==> src/rtl/adc_seq_pkg.sv <==
package adc_seq_pkg;

    // ****************************************************************
    // geometry
    // ****************************************************************
    localparam int STEPS = 8;
    localparam int NIB_W = 4;
    localparam int MUX_W = 2;
    localparam int IDX_W = 3;
    localparam int STATUS_W = 2;
    localparam logic [IDX_W-1:0] FIRST_IDX = 3'h0;
    localparam logic [IDX_W-1:0] LAST_IDX = 3'h7;
    localparam logic [IDX_W-1:0] IDX_ONE = 3'h1;

    // ****************************************************************
    // register byte addresses
    // ****************************************************************
    localparam logic [7:0] ACTIVE_OFS = 8'h00;
    localparam logic [7:0] RAW_STATUS_OFS = 8'h04;
    localparam logic [7:0] IRQ_MASK_OFS = 8'h08;
    localparam logic [7:0] SEQ_STATE_OFS = 8'h0C;
    localparam logic [7:0] TRIGGER_OFS = 8'h28;
    localparam logic [7:0] INPUT_SELECT_OFS = 8'h40;
    localparam logic [7:0] STEP_CONTROL_OFS = 8'h44;

    // ****************************************************************
    // field positions inside a step nibble and other registers
    // ****************************************************************
    localparam int DIFF_BIT = 0;
    localparam int LAST_BIT = 1;
    localparam int IE_BIT = 2;
    localparam int TEMP_BIT = 3;
    localparam int ST_RAW_IRQ = 0;
    localparam int ST_SEQ_DONE = 1;
    localparam int ACTIVE_SEQ0 = 0;
    localparam int TRIGGER_SEQ0 = 0;
    localparam int STATE_BUSY_BIT = 0;
    localparam int STATE_IDX_LSB = 4;

    // ****************************************************************
    // reset values and masks
    // ****************************************************************
    localparam logic [31:0] CTL_RESET = 32'h0000_0000;
    localparam logic [31:0] MUX_RESET = 32'h0000_0000;
    localparam logic [31:0] MUX_RW_MASK = 32'h3333_3333;
    localparam logic [31:0] FIRST_STEP_LAST = 32'h0000_0002;
    localparam logic [31:0] ZERO_WORD = 32'h0000_0000;
    localparam logic [STATUS_W-1:0] STATUS_RESET = 2'h0;

    typedef enum logic [1:0] {SEQ_IDLE, SEQ_START, SEQ_WAIT} seq_state_t;

    // nibble of one step
    function automatic logic [NIB_W-1:0] step_nibble(
        input logic [31:0] ctl, input logic [IDX_W-1:0] idx);
        return ctl[int'(idx) * NIB_W +: NIB_W];
    endfunction

    // input select field of one step
    function automatic logic [MUX_W-1:0] mux_field(
        input logic [31:0] mux, input logic [IDX_W-1:0] idx);
        return mux[int'(idx) * NIB_W +: MUX_W];
    endfunction

    // byte-lane write merge for a bus word
    function automatic logic [31:0] byte_merge(input logic [31:0] old,
        input logic [31:0] wdat, input logic [3:0] sel);
        logic [31:0] res;
        res = old;
        for (int b = 0; b < 4; b++) begin
            if (sel[b]) begin
                res[b*8 +: 8] = wdat[b*8 +: 8];
            end
        end
        return res;
    endfunction

endpackage

==> src/rtl/step_cfg_if.sv <==
`timescale 1ns/1ns
interface step_cfg_if;
    import adc_seq_pkg::*;
    logic [31:0] ctl;
    logic [31:0] mux;
    logic [IDX_W-1:0] idx;
    logic [STEPS-1:0] valid_mask;
    logic cur_temp;
    logic cur_ie;
    logic cur_last;
    logic cur_diff;
    logic [MUX_W-1:0] cur_input;

    modport ctrl(output ctl, output mux, output idx, input valid_mask,
        input cur_temp, input cur_ie, input cur_last, input cur_diff,
        input cur_input);
    modport dec(input ctl, input mux, input idx, output valid_mask,
        output cur_temp, output cur_ie, output cur_last, output cur_diff,
        output cur_input);
endinterface

==> src/rtl/adc_seq_ctrl.sv <==
// What this block does
// - a 32-bit read/write step control register, all fields reset to zero
// - step n uses bits 4n..4n+3: diff, last, irq enable, temp
// - temp select set converts the sensor, else the selected input pin
// - irq enable set raises the raw interrupt when that step finishes
// - raw interrupt reaches the interrupt output only while its mask is set
// - any number of steps may raise the raw interrupt
// - the step flagged last ends the sequence, at any position
// - steps after the first last flag are never requested
// - single-step variant holds the first step's last flag set
// - differential step samples pair 2i and 2i+1 for select value i
// - single-ended step converts the pin numbered by its select field
// - a trigger starts only if the sequencer is active, else ignored
`timescale 1ns/1ns
module adc_seq_ctrl
    import adc_seq_pkg::*;
#(
    parameter bit SINGLE_STEP = 1'b0
) (
    input wire logic mclk,
    input wire logic rst_n,
    input wire logic ce,
    input wire logic wb_cyc_i,
    input wire logic wb_stb_i,
    input wire logic wb_we_i,
    input wire logic [7:0] wb_adr_i,
    input wire logic [3:0] wb_sel_i,
    input wire logic [31:0] wb_dat_i,
    output logic [31:0] wb_dat_o,
    output logic wb_ack_o,
    output logic conv_start,
    output logic conv_temp,
    output logic conv_diff,
    output logic [MUX_W-1:0] conv_input,
    output logic [IDX_W-1:0] conv_step,
    input wire logic conv_done,
    output logic irq
);

    logic [31:0] step_control;
    logic [31:0] input_select;
    logic active;
    logic [STATUS_W-1:0] raw_status;
    logic [STATUS_W-1:0] irq_mask;
    seq_state_t state;
    seq_state_t next_state;
    logic [IDX_W-1:0] step_idx;
    logic [IDX_W-1:0] next_idx;

    step_cfg_if cfg();

    step_decoder u_dec (
        .cfg(cfg.dec)
    );

    // ****************************************************************
    // bus decode
    // ****************************************************************
    wire bus_take = ce & wb_cyc_i & wb_stb_i & ~wb_ack_o;
    wire bus_wr = bus_take & wb_we_i;
    wire bus_rd = bus_take & ~wb_we_i;
    wire hit_ctl = wb_adr_i == STEP_CONTROL_OFS;
    wire hit_mux = wb_adr_i == INPUT_SELECT_OFS;
    wire hit_act = wb_adr_i == ACTIVE_OFS;
    wire hit_stat = wb_adr_i == RAW_STATUS_OFS;
    wire hit_mask = wb_adr_i == IRQ_MASK_OFS;
    wire hit_seq = wb_adr_i == SEQ_STATE_OFS;
    wire hit_trig = wb_adr_i == TRIGGER_OFS;

    // single-step variant cannot clear the first step's last flag
    wire [31:0] ctl_eff = SINGLE_STEP ?
        (step_control | FIRST_STEP_LAST) : step_control;

    assign cfg.ctl = ctl_eff;
    assign cfg.mux = input_select;
    assign cfg.idx = step_idx;

    // ****************************************************************
    // sequencing events
    // ****************************************************************
    wire trig_write = bus_wr & hit_trig & wb_sel_i[0] &
        wb_dat_i[TRIGGER_SEQ0];
    // trigger while inactive or busy has no effect
    wire trig_ok = trig_write & active &
        (state == SEQ_IDLE);
    wire conv_finish = ce & (state == SEQ_WAIT) & conv_done;
    // without any last flag the run stops after the eighth step
    wire seq_end = conv_finish &
        (cfg.cur_last | (step_idx == LAST_IDX));
    wire raw_set = conv_finish & cfg.cur_ie;

    // ****************************************************************
    // interrupt status: hardware set wins over a write-one clear
    // ****************************************************************
    wire [STATUS_W-1:0] status_set;
    wire [STATUS_W-1:0] status_clr;
    assign status_set[ST_RAW_IRQ] = raw_set;
    assign status_set[ST_SEQ_DONE] = seq_end;
    assign status_clr = (bus_wr & hit_stat & wb_sel_i[0]) ?
        wb_dat_i[STATUS_W-1:0] : STATUS_RESET;
    assign irq = |(raw_status & irq_mask);

    // ****************************************************************
    // read selection
    // ****************************************************************
    wire [31:0] seq_word = {24'h00_0000, 1'b0, step_idx, 3'h0,
        state != SEQ_IDLE};
    wire [31:0] read_word =
        hit_ctl ? ctl_eff :
        hit_mux ? input_select :
        hit_act ? {31'h0000_0000, active} :
        hit_stat ? {30'h0000_0000, raw_status} :
        hit_mask ? {30'h0000_0000, irq_mask} :
        hit_seq ? seq_word :
        ZERO_WORD;

    // ****************************************************************
    // registers
    // ****************************************************************
    // every field starts at zero
    always_ff @(posedge mclk or negedge rst_n) begin
        if (!rst_n) begin
            step_control <= CTL_RESET;
        end else if (bus_wr && hit_ctl) begin
            step_control <= byte_merge(step_control, wb_dat_i,
                wb_sel_i);
        end
    end

    // reserved select bits read back as zero
    always_ff @(posedge mclk or negedge rst_n) begin
        if (!rst_n) begin
            input_select <= MUX_RESET;
        end else if (bus_wr && hit_mux) begin
            input_select <= byte_merge(input_select, wb_dat_i,
                wb_sel_i) & MUX_RW_MASK;
        end
    end

    // active flag and interrupt mask live in byte lane 0
    always_ff @(posedge mclk or negedge rst_n) begin
        if (!rst_n) begin
            active <= 1'b0;
            irq_mask <= STATUS_RESET;
        end else if (bus_wr && wb_sel_i[0]) begin
            if (hit_act) begin
                active <= wb_dat_i[ACTIVE_SEQ0];
            end
            if (hit_mask) begin
                irq_mask <= wb_dat_i[STATUS_W-1:0];
            end
        end
    end

    always_ff @(posedge mclk or negedge rst_n) begin
        if (!rst_n) begin
            raw_status <= STATUS_RESET;
        end else if (ce) begin
            raw_status <= (raw_status & ~status_clr) | status_set;
        end
    end

    // ack one cycle after the request; dropped the cycle after
    always_ff @(posedge mclk or negedge rst_n) begin
        if (!rst_n) begin
            wb_ack_o <= 1'b0;
            wb_dat_o <= ZERO_WORD;
        end else if (ce) begin
            wb_ack_o <= bus_take;
            if (bus_rd) begin
                wb_dat_o <= read_word;
            end
        end
    end

    // ****************************************************************
    // step sequencer
    // ****************************************************************
    always_comb begin
        next_state = state;
        next_idx = step_idx;
        case (state)
            SEQ_IDLE: begin
                if (trig_ok) begin
                    next_state = SEQ_START;
                    next_idx = FIRST_IDX;
                end
            end
            SEQ_START: begin
                next_state = SEQ_WAIT;
            end
            SEQ_WAIT: begin
                if (seq_end) begin
                    next_state = SEQ_IDLE;
                end else if (conv_finish) begin
                    next_state = SEQ_START;
                    next_idx = step_idx + IDX_ONE;
                end
            end
            default: begin
                next_state = SEQ_IDLE;
            end
        endcase
    end

    always_ff @(posedge mclk or negedge rst_n) begin
        if (!rst_n) begin
            state <= SEQ_IDLE;
            step_idx <= FIRST_IDX;
        end else if (ce) begin
            state <= next_state;
            step_idx <= next_idx;
        end
    end

    // request and step fields leave together from flops
    always_ff @(posedge mclk or negedge rst_n) begin
        if (!rst_n) begin
            conv_start <= 1'b0;
            conv_temp <= 1'b0;
            conv_diff <= 1'b0;
            conv_input <= '0;
            conv_step <= FIRST_IDX;
        end else if (ce) begin
            conv_start <= state == SEQ_START;
            if (state == SEQ_START) begin
                conv_temp <= cfg.cur_temp;
                conv_diff <= cfg.cur_diff;
                conv_input <= cfg.cur_input;
                conv_step <= step_idx;
            end
        end
    end
endmodule // adc_seq_ctrl

==> src/rtl/step_decoder.sv <==
`timescale 1ns/1ns
module step_decoder
    import adc_seq_pkg::*;
(
    step_cfg_if.dec cfg
);

    logic [NIB_W-1:0] cur_nib;
    logic [STEPS-1:0] valid_bits;

    // ****************************************************************
    // steps that may be requested: none after the first marked last
    // ****************************************************************
    // a local vector keeps the interface signal to a single driver
    assign valid_bits[0] = 1'b1;
    for (genvar n = 1; n < STEPS; n++) begin : g_valid
        wire [NIB_W-1:0] prev_nib = step_nibble(cfg.ctl, IDX_W'(n - 1));
        assign valid_bits[n] = valid_bits[n-1] &
            ~prev_nib[LAST_BIT];
    end
    assign cfg.valid_mask = valid_bits;

    // ****************************************************************
    // fields of the step now in progress
    // ****************************************************************
    assign cur_nib = step_nibble(cfg.ctl, cfg.idx);
    assign cfg.cur_temp = cur_nib[TEMP_BIT];
    assign cfg.cur_ie = cur_nib[IE_BIT];
    assign cfg.cur_last = cur_nib[LAST_BIT];
    assign cfg.cur_diff = cur_nib[DIFF_BIT];
    // single-ended: pin number; differential: pair index
    assign cfg.cur_input = mux_field(cfg.mux, cfg.idx);

endmodule // step_decoder

==> config.mk <==
export PLATFORM = sky130hd
export DESIGN_NAME = adc_seq_ctrl
export DESIGN_NICKNAME = d
export VERILOG_FILES = /design/src/rtl/adc_seq_pkg.sv /design/src/rtl/step_cfg_if.sv /design/src/rtl/adc_seq_ctrl.sv /design/src/rtl/step_decoder.sv
export SDC_FILE = /design/constraint.sdc
export NUM_CORES = 1
export LEC_CHECK = 0
export ABC_AREA = 0
export BUFFER_PORTS_ARGS = -buffer_cell sky130_fd_sc_hd__buf_2
export CORE_ASPECT_RATIO = 0.75
export CORE_MARGIN = 2
export CORE_UTILIZATION = 59
export CTS_CLUSTER_SIZE = 14
export DETAILED_ROUTE_END_ITERATION = 10
export PLACE_DENSITY = 0.85
export SLEW_MARGIN = 20
export SYNTH_ARGS = -nofsm -noshare
export SYNTH_HDL_FRONTEND = slang
export SYNTH_HIERARCHICAL = 1
export SYNTH_SLANG_ARGS = --single-unit
export TNS_END_PERCENT = 1
==> constraint.sdc <==
create_clock -name mclk -period 5.1 [get_ports mclk]
set_input_delay 0.51 -clock mclk [delete_from_list [all_inputs] [get_ports mclk]]
set_output_delay 0.51 -clock mclk [all_outputs]
set_load 0.01 [all_outputs]
# [After elaboration in Yosys (flattened, before gate mapping)]
# Cells that the tools add are included.
[word_totals] regBits=99 out_inout_bits=42 input_bits=51 word_cells=96
[classes] shifts=2 addsub=1 n_mux=15 bitwise_logic=23 n_eq_ne=13 n_reduce_logical=22
[ops] operator="$mux 32" n=1
[ops] operator="$shiftx 32x6->2" n=1
[ops] operator="$shiftx 32x6->4" n=1
[ops] operator="$mux 30" n=1
[ops] operator="$mux 7" n=4
[ops] operator="$reduce_and 2->1" n=12
[ops] operator="$and 1x1->1" n=16
[ops] operator="$eq 8x4->1 const B" n=2
[ops] operator="$eq 8x7->1 const B" n=2
[ops] operator="$mux 3" n=3
[ops] operator="$eq 8x3->1 const B" n=1
[ops] operator="$eq 8x6->1 const B" n=1
[ops] operator="$logic_not 8->1" n=1
[ops] operator="$mux 2" n=4
[ops] operator="$ne 2x2->1 const B" n=3
[ops] operator="$pmux 2 s3" n=1
[ops] operator="$pmux 3 s2" n=1
[ops] operator="$reduce_and 5->1" n=1
[ops] operator="$and 2x2->2" n=2
[ops] operator="$reduce_bool 2->1" n=2
[ops] operator="$add 3x1->3 const B" n=1
[ops] operator="$eq 3x3->1 const B" n=1
[ops] operator="$logic_and 1x1->1" n=3
[ops] operator="$ne 3x3->1 const B" n=1
[ops] operator="other kinds (9)" n=10

# [Longest topological paths before layout]
# Gate-level depths: netlist of run 1.
[logic_depth] depth_word=11 ltp_mapped=7 depth_no_buf=6

# [Hierarchy]
# The synthesis of run 1 kept the hierarchy.
[by_module_without_submodules] module="adc_seq_ctrl" cells_per_inst=319 seq_area_each_um2=2477.4 n_inst=1 area_each_um2=4196.5
[by_module_without_submodules] module="step_decoder" cells_per_inst=31 seq_area_each_um2=0.0 n_inst=1 area_each_um2=451.7

# [Worst setup path after synthesis of run 1]
# No wires, ideal clock.
[synth_timing] kind="reg-to-reg" start="register step_idx[0] (netlist: cfg.idx[0])" end="register step_idx[1] (netlist: cfg.idx[1])" synth_period_minus_slack_ns=2.130 path_stages_with_launch=8 slack_ns=2.970 setup_time_ns=0.130 required_ns=4.970 path_buffers=1 arrival_time_ns=2.000 path_cell_list="dfrtp_1 -> buf_6 -> mux4_1 -> mux2_2 -> nor3b_1 -> o21ai_0 -> a22oi_1 -> o21ai_0"
[synth_via] elab_chain_len=5 word_cells_on_any_way=10 cone_classes="add/sub (1); eq/ne (2); shift (1); mux (3); bitwise (2); reduce/logical (1)"
[synth_rtl] item="start: declaration" line_no="adc_seq_ctrl.sv:47" text="logic [IDX_W-1:0] step_idx;"
[synth_rtl] item="start signal: assignment" line_no="adc_seq_ctrl.sv:212" text="step_idx <= next_idx;"
[synth_rtl] item="$shiftx 32x6->4" line_no="adc_seq_pkg.sv:55" text="return ctl[int'(idx) * NIB_W +: NIB_W];"
[synth_rtl] item="named net cfg.cur_last" line_no="step_cfg_if.sv:10" text="logic cur_last;"
[synth_rtl] item="$or 1x1->1" line_no="adc_seq_ctrl.sv:89" text="(cfg.cur_last | (step_idx == LAST_IDX));"
[synth_rtl] item="$and 1x1->1" line_no="adc_seq_ctrl.sv:88" text="wire seq_end = conv_finish &"
[synth_rtl] item="$ne 2x2->1 (no line)"
[synth_rtl] item="$reduce_and 5->1 (no line)"
# The timed path passes the listed nets, and every way through them passes these cells. The select of a mux whose other input is x is not followed.
# A chain may end at the register's enable or synchronous reset.

# [Worst setup path in the final report of run 1]
# Same ends and word-level chain as after synthesis.

==> impl_metrics.env, run 1 <==
export IMPL_worst_pin_slew_ps=1050
export IMPL_cts_root_buffer="clkbuf_8"
export IMPL_wl_per_cell_um=19.7
export IMPL_crit_type="reg2reg"
export IMPL_clk_pin_slew_ps=90
export IMPL_antenna_diode_count=0
export IMPL_overflow=0
export IMPL_ios=93
export IMPL_initial_utilization_pct=61.8
export IMPL_gp_congestion=0.928
export IMPL_drive_gt1_share_pct=41.8
export IMPL_nFillCells=522
export IMPL_ir_drop_mv=0.166
export IMPL_yosysWarnings=6
export IMPL_synthCells=339
export IMPL_finalSetupViolations=0
export IMPL_nets=483
export IMPL_reg2reg_from="cfg.idx[0]"
export IMPL_grt_usage_pct=26.9
export IMPL_antenna_found_initial=0
export IMPL_multi_input_area_um2=2010
export IMPL_clk_latency_ps=360
export IMPL_fin_skew_ps=6.79
export IMPL_startpoint_type="register"
export IMPL_htreeDepth=3
export IMPL_utilization_pct=71.7
export IMPL_worstPathArrival_ps=2920
export IMPL_worstReg2RegEnd="cfg.idx[1]"
export IMPL_clock_sinks=99
export IMPL_drt_total_wl_um=10600
export IMPL_power_density_nw_per_um2=260
export IMPL_area_delta_synth_final_pct=16.0
export IMPL_die_h_um=80.4
export IMPL_grt_start_max_net_pins=53
export IMPL_final_min_clock_period_ps=2680
export IMPL_clockBufferDepth=2
export IMPL_path_max_fanout=15
export IMPL_drt_pass1_iter_count=4
export IMPL_setup_tns_ps=0
export IMPL_first_global_vias=3319
export IMPL_hold_path_class="in2async"
export IMPL_drc=0
export IMPL_dieArea_um2=8520
export IMPL_vias_per_cell=6.11
export IMPL_leakagePower_nw=2.85
export IMPL_relSlewSlack_pct=29.7
export IMPL_cts_tree="done"
export IMPL_finalHoldViolCount=0
export IMPL_rsz0062_at_grt="false"
export IMPL_clock_fmax_mhz=373
export IMPL_ant_nets=0
export IMPL_die_width_um=106
export IMPL_coreArea_um2=7430
export IMPL_maxCapViolations=0
export IMPL_syn_num_nets=392
export IMPL_fin_crit_sh_pct=52.6
export IMPL_cts_resized=0
export IMPL_post_cts_setup_buffers=0
export IMPL_maxSlewViolCount=0
export IMPL_rows=27
export IMPL_io_buffers=92
export IMPL_reg2regPathDepth=6
export IMPL_vias=3277
export IMPL_synth_area_um2=4590
export IMPL_required_ps=5340
export IMPL_syn_avg_cell_area_um2=13.6
export IMPL_seq_area_um2=2480
export IMPL_reg2reg_setup_slack_ps=2420
export IMPL_worstSetupEndpointType="register"
export IMPL_cts_inserted_buffers=9
export IMPL_drt_iter0_markers=215
export IMPL_postCtsHoldBufs=0
export IMPL_status="completed"
export IMPL_dp_hpwl_um=7820
export IMPL_grt_pass1_wl_um=17200
[per-stage QoR]
step | std cells | worst slack [ps] | power, W | hold WS [ps] | instance area [µm²]
floorplan | 339 | 2970 | 0.000840 | 214 | 4590
global placement | 520 | 2560 | 0.000890 | 456 | 5130
detailed placement | 520 | 2490 | 0.000893 | 469 | 5130
CTS | 536 | 2470 | 0.00140 | 147 | 5330
global route | 536 | 2310 | 0.00144 | 163 | 5330
finish | 536 | 2420 | 0.00138 | 131 | 5330
[state kept, by name, summed over array words and instances (netlist names), 2 cells and up]
register	count
cfg.ctl	32
wb_dat_o	32
cfg.mux	16
cfg.idx	3
conv_step	3
conv_input	2
irq_mask	2
raw_status	2
state	2
[worst max-delay path, cell delays in order, from the launching register on]
cell	delay (ps)
dfrtp_1	810
mux4_1	670
mux2_2	320
nor3b_1	220
o21ai_0	190
a22oi_1	230
o21ai_0	120
[placed cells by master, fill, tap and decap left out, drive strengths merged, types with 3 or more instances in the layout]
cell     n
dfrtp   99
a21o    13
clkinv   4
a22o    28
nand3    5
nor2    19
mux4    12
inv      8
a22oi    3
o21ai   15
nor4b    3
clkbuf  10
mux2    61
buf     94
nor2b    3
and4b    3
nand2   18
nor3     6
[layout make-up]
class / count / share of cell area (%)
Sequential cell: 99 / 46.5
Clock buffer: 10 / 2.58
Tap cell: 101 / 2.37
Inverter: 8 / 0.564
Multi-Input combinational cell: 218 / 37.8
Timing Repair Buffer: 94 / 8.97
Clock inverter: 6 / 1.22
[metal layers]
layer / GRT usage [%] / share of wire (%)
met1: 36.7 / 43
met2: 42.2 / 47
met3: 5.93 / 6.9
met5: 0 / 0
met4: 11.8 / 2.7
[worst max path at each step]
stage,startpoint,to
finish,cfg.idx[0],cfg.idx[1]
global route,cfg.idx[0],cfg.idx[0]
CTS,cfg.idx[0],cfg.idx[0]
detailed placement,wb_adr_i[7],wb_dat_o[24]
global placement,wb_adr_i[7],wb_dat_o[12]
floorplan,cfg.idx[0],cfg.idx[1]
[power breakdown]
part | leakage [nW] | switching (W) | internal, W | total (W)
Sequential | 1.37 | 0.00000958 | 0.000790 | 0.000800
Combinational | 1.38 | 0.0000475 | 0.0000315 | 0.0000790
Clock | 0.102 | 0.000265 | 0.000240 | 0.000505
Total | 2.85 | 0.000322 | 0.00106 | 0.00138
Note: power is estimated with default switching activity, not from simulation.
==> run 2, diff against run 1 <==
CORE_UTILIZATION = 55   (was 59)
PLACE_DENSITY = 0.8   (was 0.85)
clock period = 2.6 ns   (was 5.1 ns; I/O delays follow)
==> impl_metrics.env, run 2 (same netlist as run 1, synthesis figures left out) <==
export IMPL_status="completed"
export IMPL_dp_hpwl_um=8100
export IMPL_hold_path_startpoint="wb_dat_i[15]"
export IMPL_rows=28
export IMPL_cts_root_buffer="clkbuf_8"
export IMPL_cts_tree="done"
export IMPL_clockBufferDepth=2
export IMPL_overflow=0
export IMPL_maxSlewViolCount=0
export IMPL_setup_tns_ps=0
export IMPL_leakagePower_nw=2.89
export IMPL_antenna_found_initial=0
export IMPL_final_cells=546
export IMPL_first_global_vias=3302
export IMPL_ir_drop_mv=0.287
export IMPL_p_clk_share_pct=37.2
export IMPL_path_max_fanout=4
export IMPL_worstPathArrival_ps=2610
export IMPL_final_min_clock_period_ps=2390
export IMPL_maxCapViolations=0
export IMPL_grt_pass1_wl_um=17700
export IMPL_power_density_nw_per_um2=511
export IMPL_startpoint_type="register"
export IMPL_finalSetupViolations=0
export IMPL_required_ps=2830
export IMPL_ant_nets=0
export IMPL_comb_power_share_pct=6.0
export IMPL_area_delta_synth_final_pct=17.5
export IMPL_nFillCells=586
export IMPL_relSlewSlack_pct=57.9
export IMPL_coreArea_um2=7990
export IMPL_fin_crit_sh_pct=91.7
export IMPL_worstSetupEndpointType="register"
export IMPL_fin_skew_ps=15.7
export IMPL_vias=3303
export IMPL_worst_pin_slew_ps=629
export IMPL_crit_type="reg2reg"
export IMPL_grt_usage_pct=26.0
export IMPL_final_cell_mix="dfrtp_1, buf_2, mux2_2, a22o_1, nand2_1"
export IMPL_grt_start_max_net_pins=55
export IMPL_gp_congestion=0.931
export IMPL_die_width_um=110
export IMPL_vias_per_cell=6.05
export IMPL_p_seq_share_pct=56.9
export IMPL_rsz0062_at_grt="false"
export IMPL_clock_fmax_mhz=419
export IMPL_drc=0
export IMPL_clk_pin_slew_ps=90
export IMPL_finalHoldViolCount=0
export IMPL_hold_path_class="in2reg"
export IMPL_die_h_um=83.2
export IMPL_reg2reg_from="cfg.idx[0]"
export IMPL_io_buffers=92
export IMPL_dieArea_um2=9110
export IMPL_antenna_diode_count=0
export IMPL_internal_power_w=0.00209
export IMPL_clk_latency_ps=380
export IMPL_htreeDepth=3
export IMPL_wl_per_cell_um=20.4
export IMPL_drive_gt1_share_pct=42.4
export IMPL_drt_pass1_iter_count=4
export IMPL_switching_share_pct=24.3
export IMPL_dp_cells=530
export IMPL_startpoint="cfg.idx[0]"
export IMPL_ios=93
export IMPL_p_switching_w=0.000671
export IMPL_post_cts_setup_buffers=0
export IMPL_postCtsHoldBufs=1
export IMPL_drt_iter0_markers=201
export IMPL_layout_commonest_cell="dfrtp_1"
export IMPL_cts_inserted_buffers=9
export IMPL_drt_total_wl_um=11200
export IMPL_initial_utilization_pct=57.5
export IMPL_cts_resized=0
export IMPL_clock_sinks=99
export IMPL_nets=490
## run 2: cell types whose count changed in the layout (fill, tap and decap cells not counted)
cell and delta:
buf_12 +1, buf_4 +5, clkinv_2 -1, clkinv_4 -1, clkinvlp_4 -1, dlygate4sd3_1 +1
inv_6 +2
## run 2: worst paths after layout
check | to | slack (ps) | cells past startpoint
setup / recovery | cfg.idx[2] | 210 | 6
hold / removal | cfg.ctl[15] | 110 | 2
setup reg to reg | cfg.idx[2] | 210 | 6
hold reg to reg | conv_step[0] | 490 | 2
max in group asynchronous | cfg.ctl[17] | 1470 | 3
min in group asynchronous | conv_step[0] | 420 | 2
## run 2: layout make-up
| class | instances | area (µm²) | share of cell area, % |
|---|---|---|---|
| Sequential cell | 99 | 2480 | 45.9 |
| Clock buffer | 10 | 138 | 2.55 |
| Multi-Input combinational cell | 218 | 2010 | 37.3 |
| Tap cell | 105 | 131 | 2.43 |
| Timing Repair Buffer | 101 | 546 | 10.1 |
| Inverter | 8 | 30.0 | 0.556 |
| Clock inverter | 5 | 61.3 | 1.14 |
## run 2: metal layers
metal	GRT usage [%]	share of wire (%)
met4	8.52	1.8
met3	6.12	7.9
met5	0	0
met2	38.8	46
met1	37.8	44
## run 2: worst max-delay path, cell delays in order (launching register included)
cell,delay (ps)
dfrtp_1,480
mux4_1,610
mux2_2,320
nor3b_1,220
o21ai_0,190
a22oi_1,230
o21ai_0,180
## run 2: metrics by stage
step | worst slack (ps) | instance area, µm² | hold slack, ps | utilization [%] | power (W)
floorplan | 470 | 4590 | -35.6 | - | 0.00165
global placement | 378 | 5190 | 295 | 65.0 | 0.00176
detailed placement | 287 | 5190 | 301 | 65.0 | 0.00176
CTS | 239 | 5400 | 103 | 67.6 | 0.00277
global route | 71.1 | 5400 | 109 | 67.6 | 0.00285
finish | 215 | 5400 | 112 | 67.6 | 0.00276
## run 2: power by group through the flow
stage	logic [W]	registers [W]	clock network, W
CTS	0.000165	0.00157	0.00104
detailed placement	0.000162	0.00160	0
global route	0.000182	0.00157	0.00109
finish	0.000164	0.00157	0.00103
global placement	0.000158	0.00160	0
floorplan	0.0000571	0.00159	0
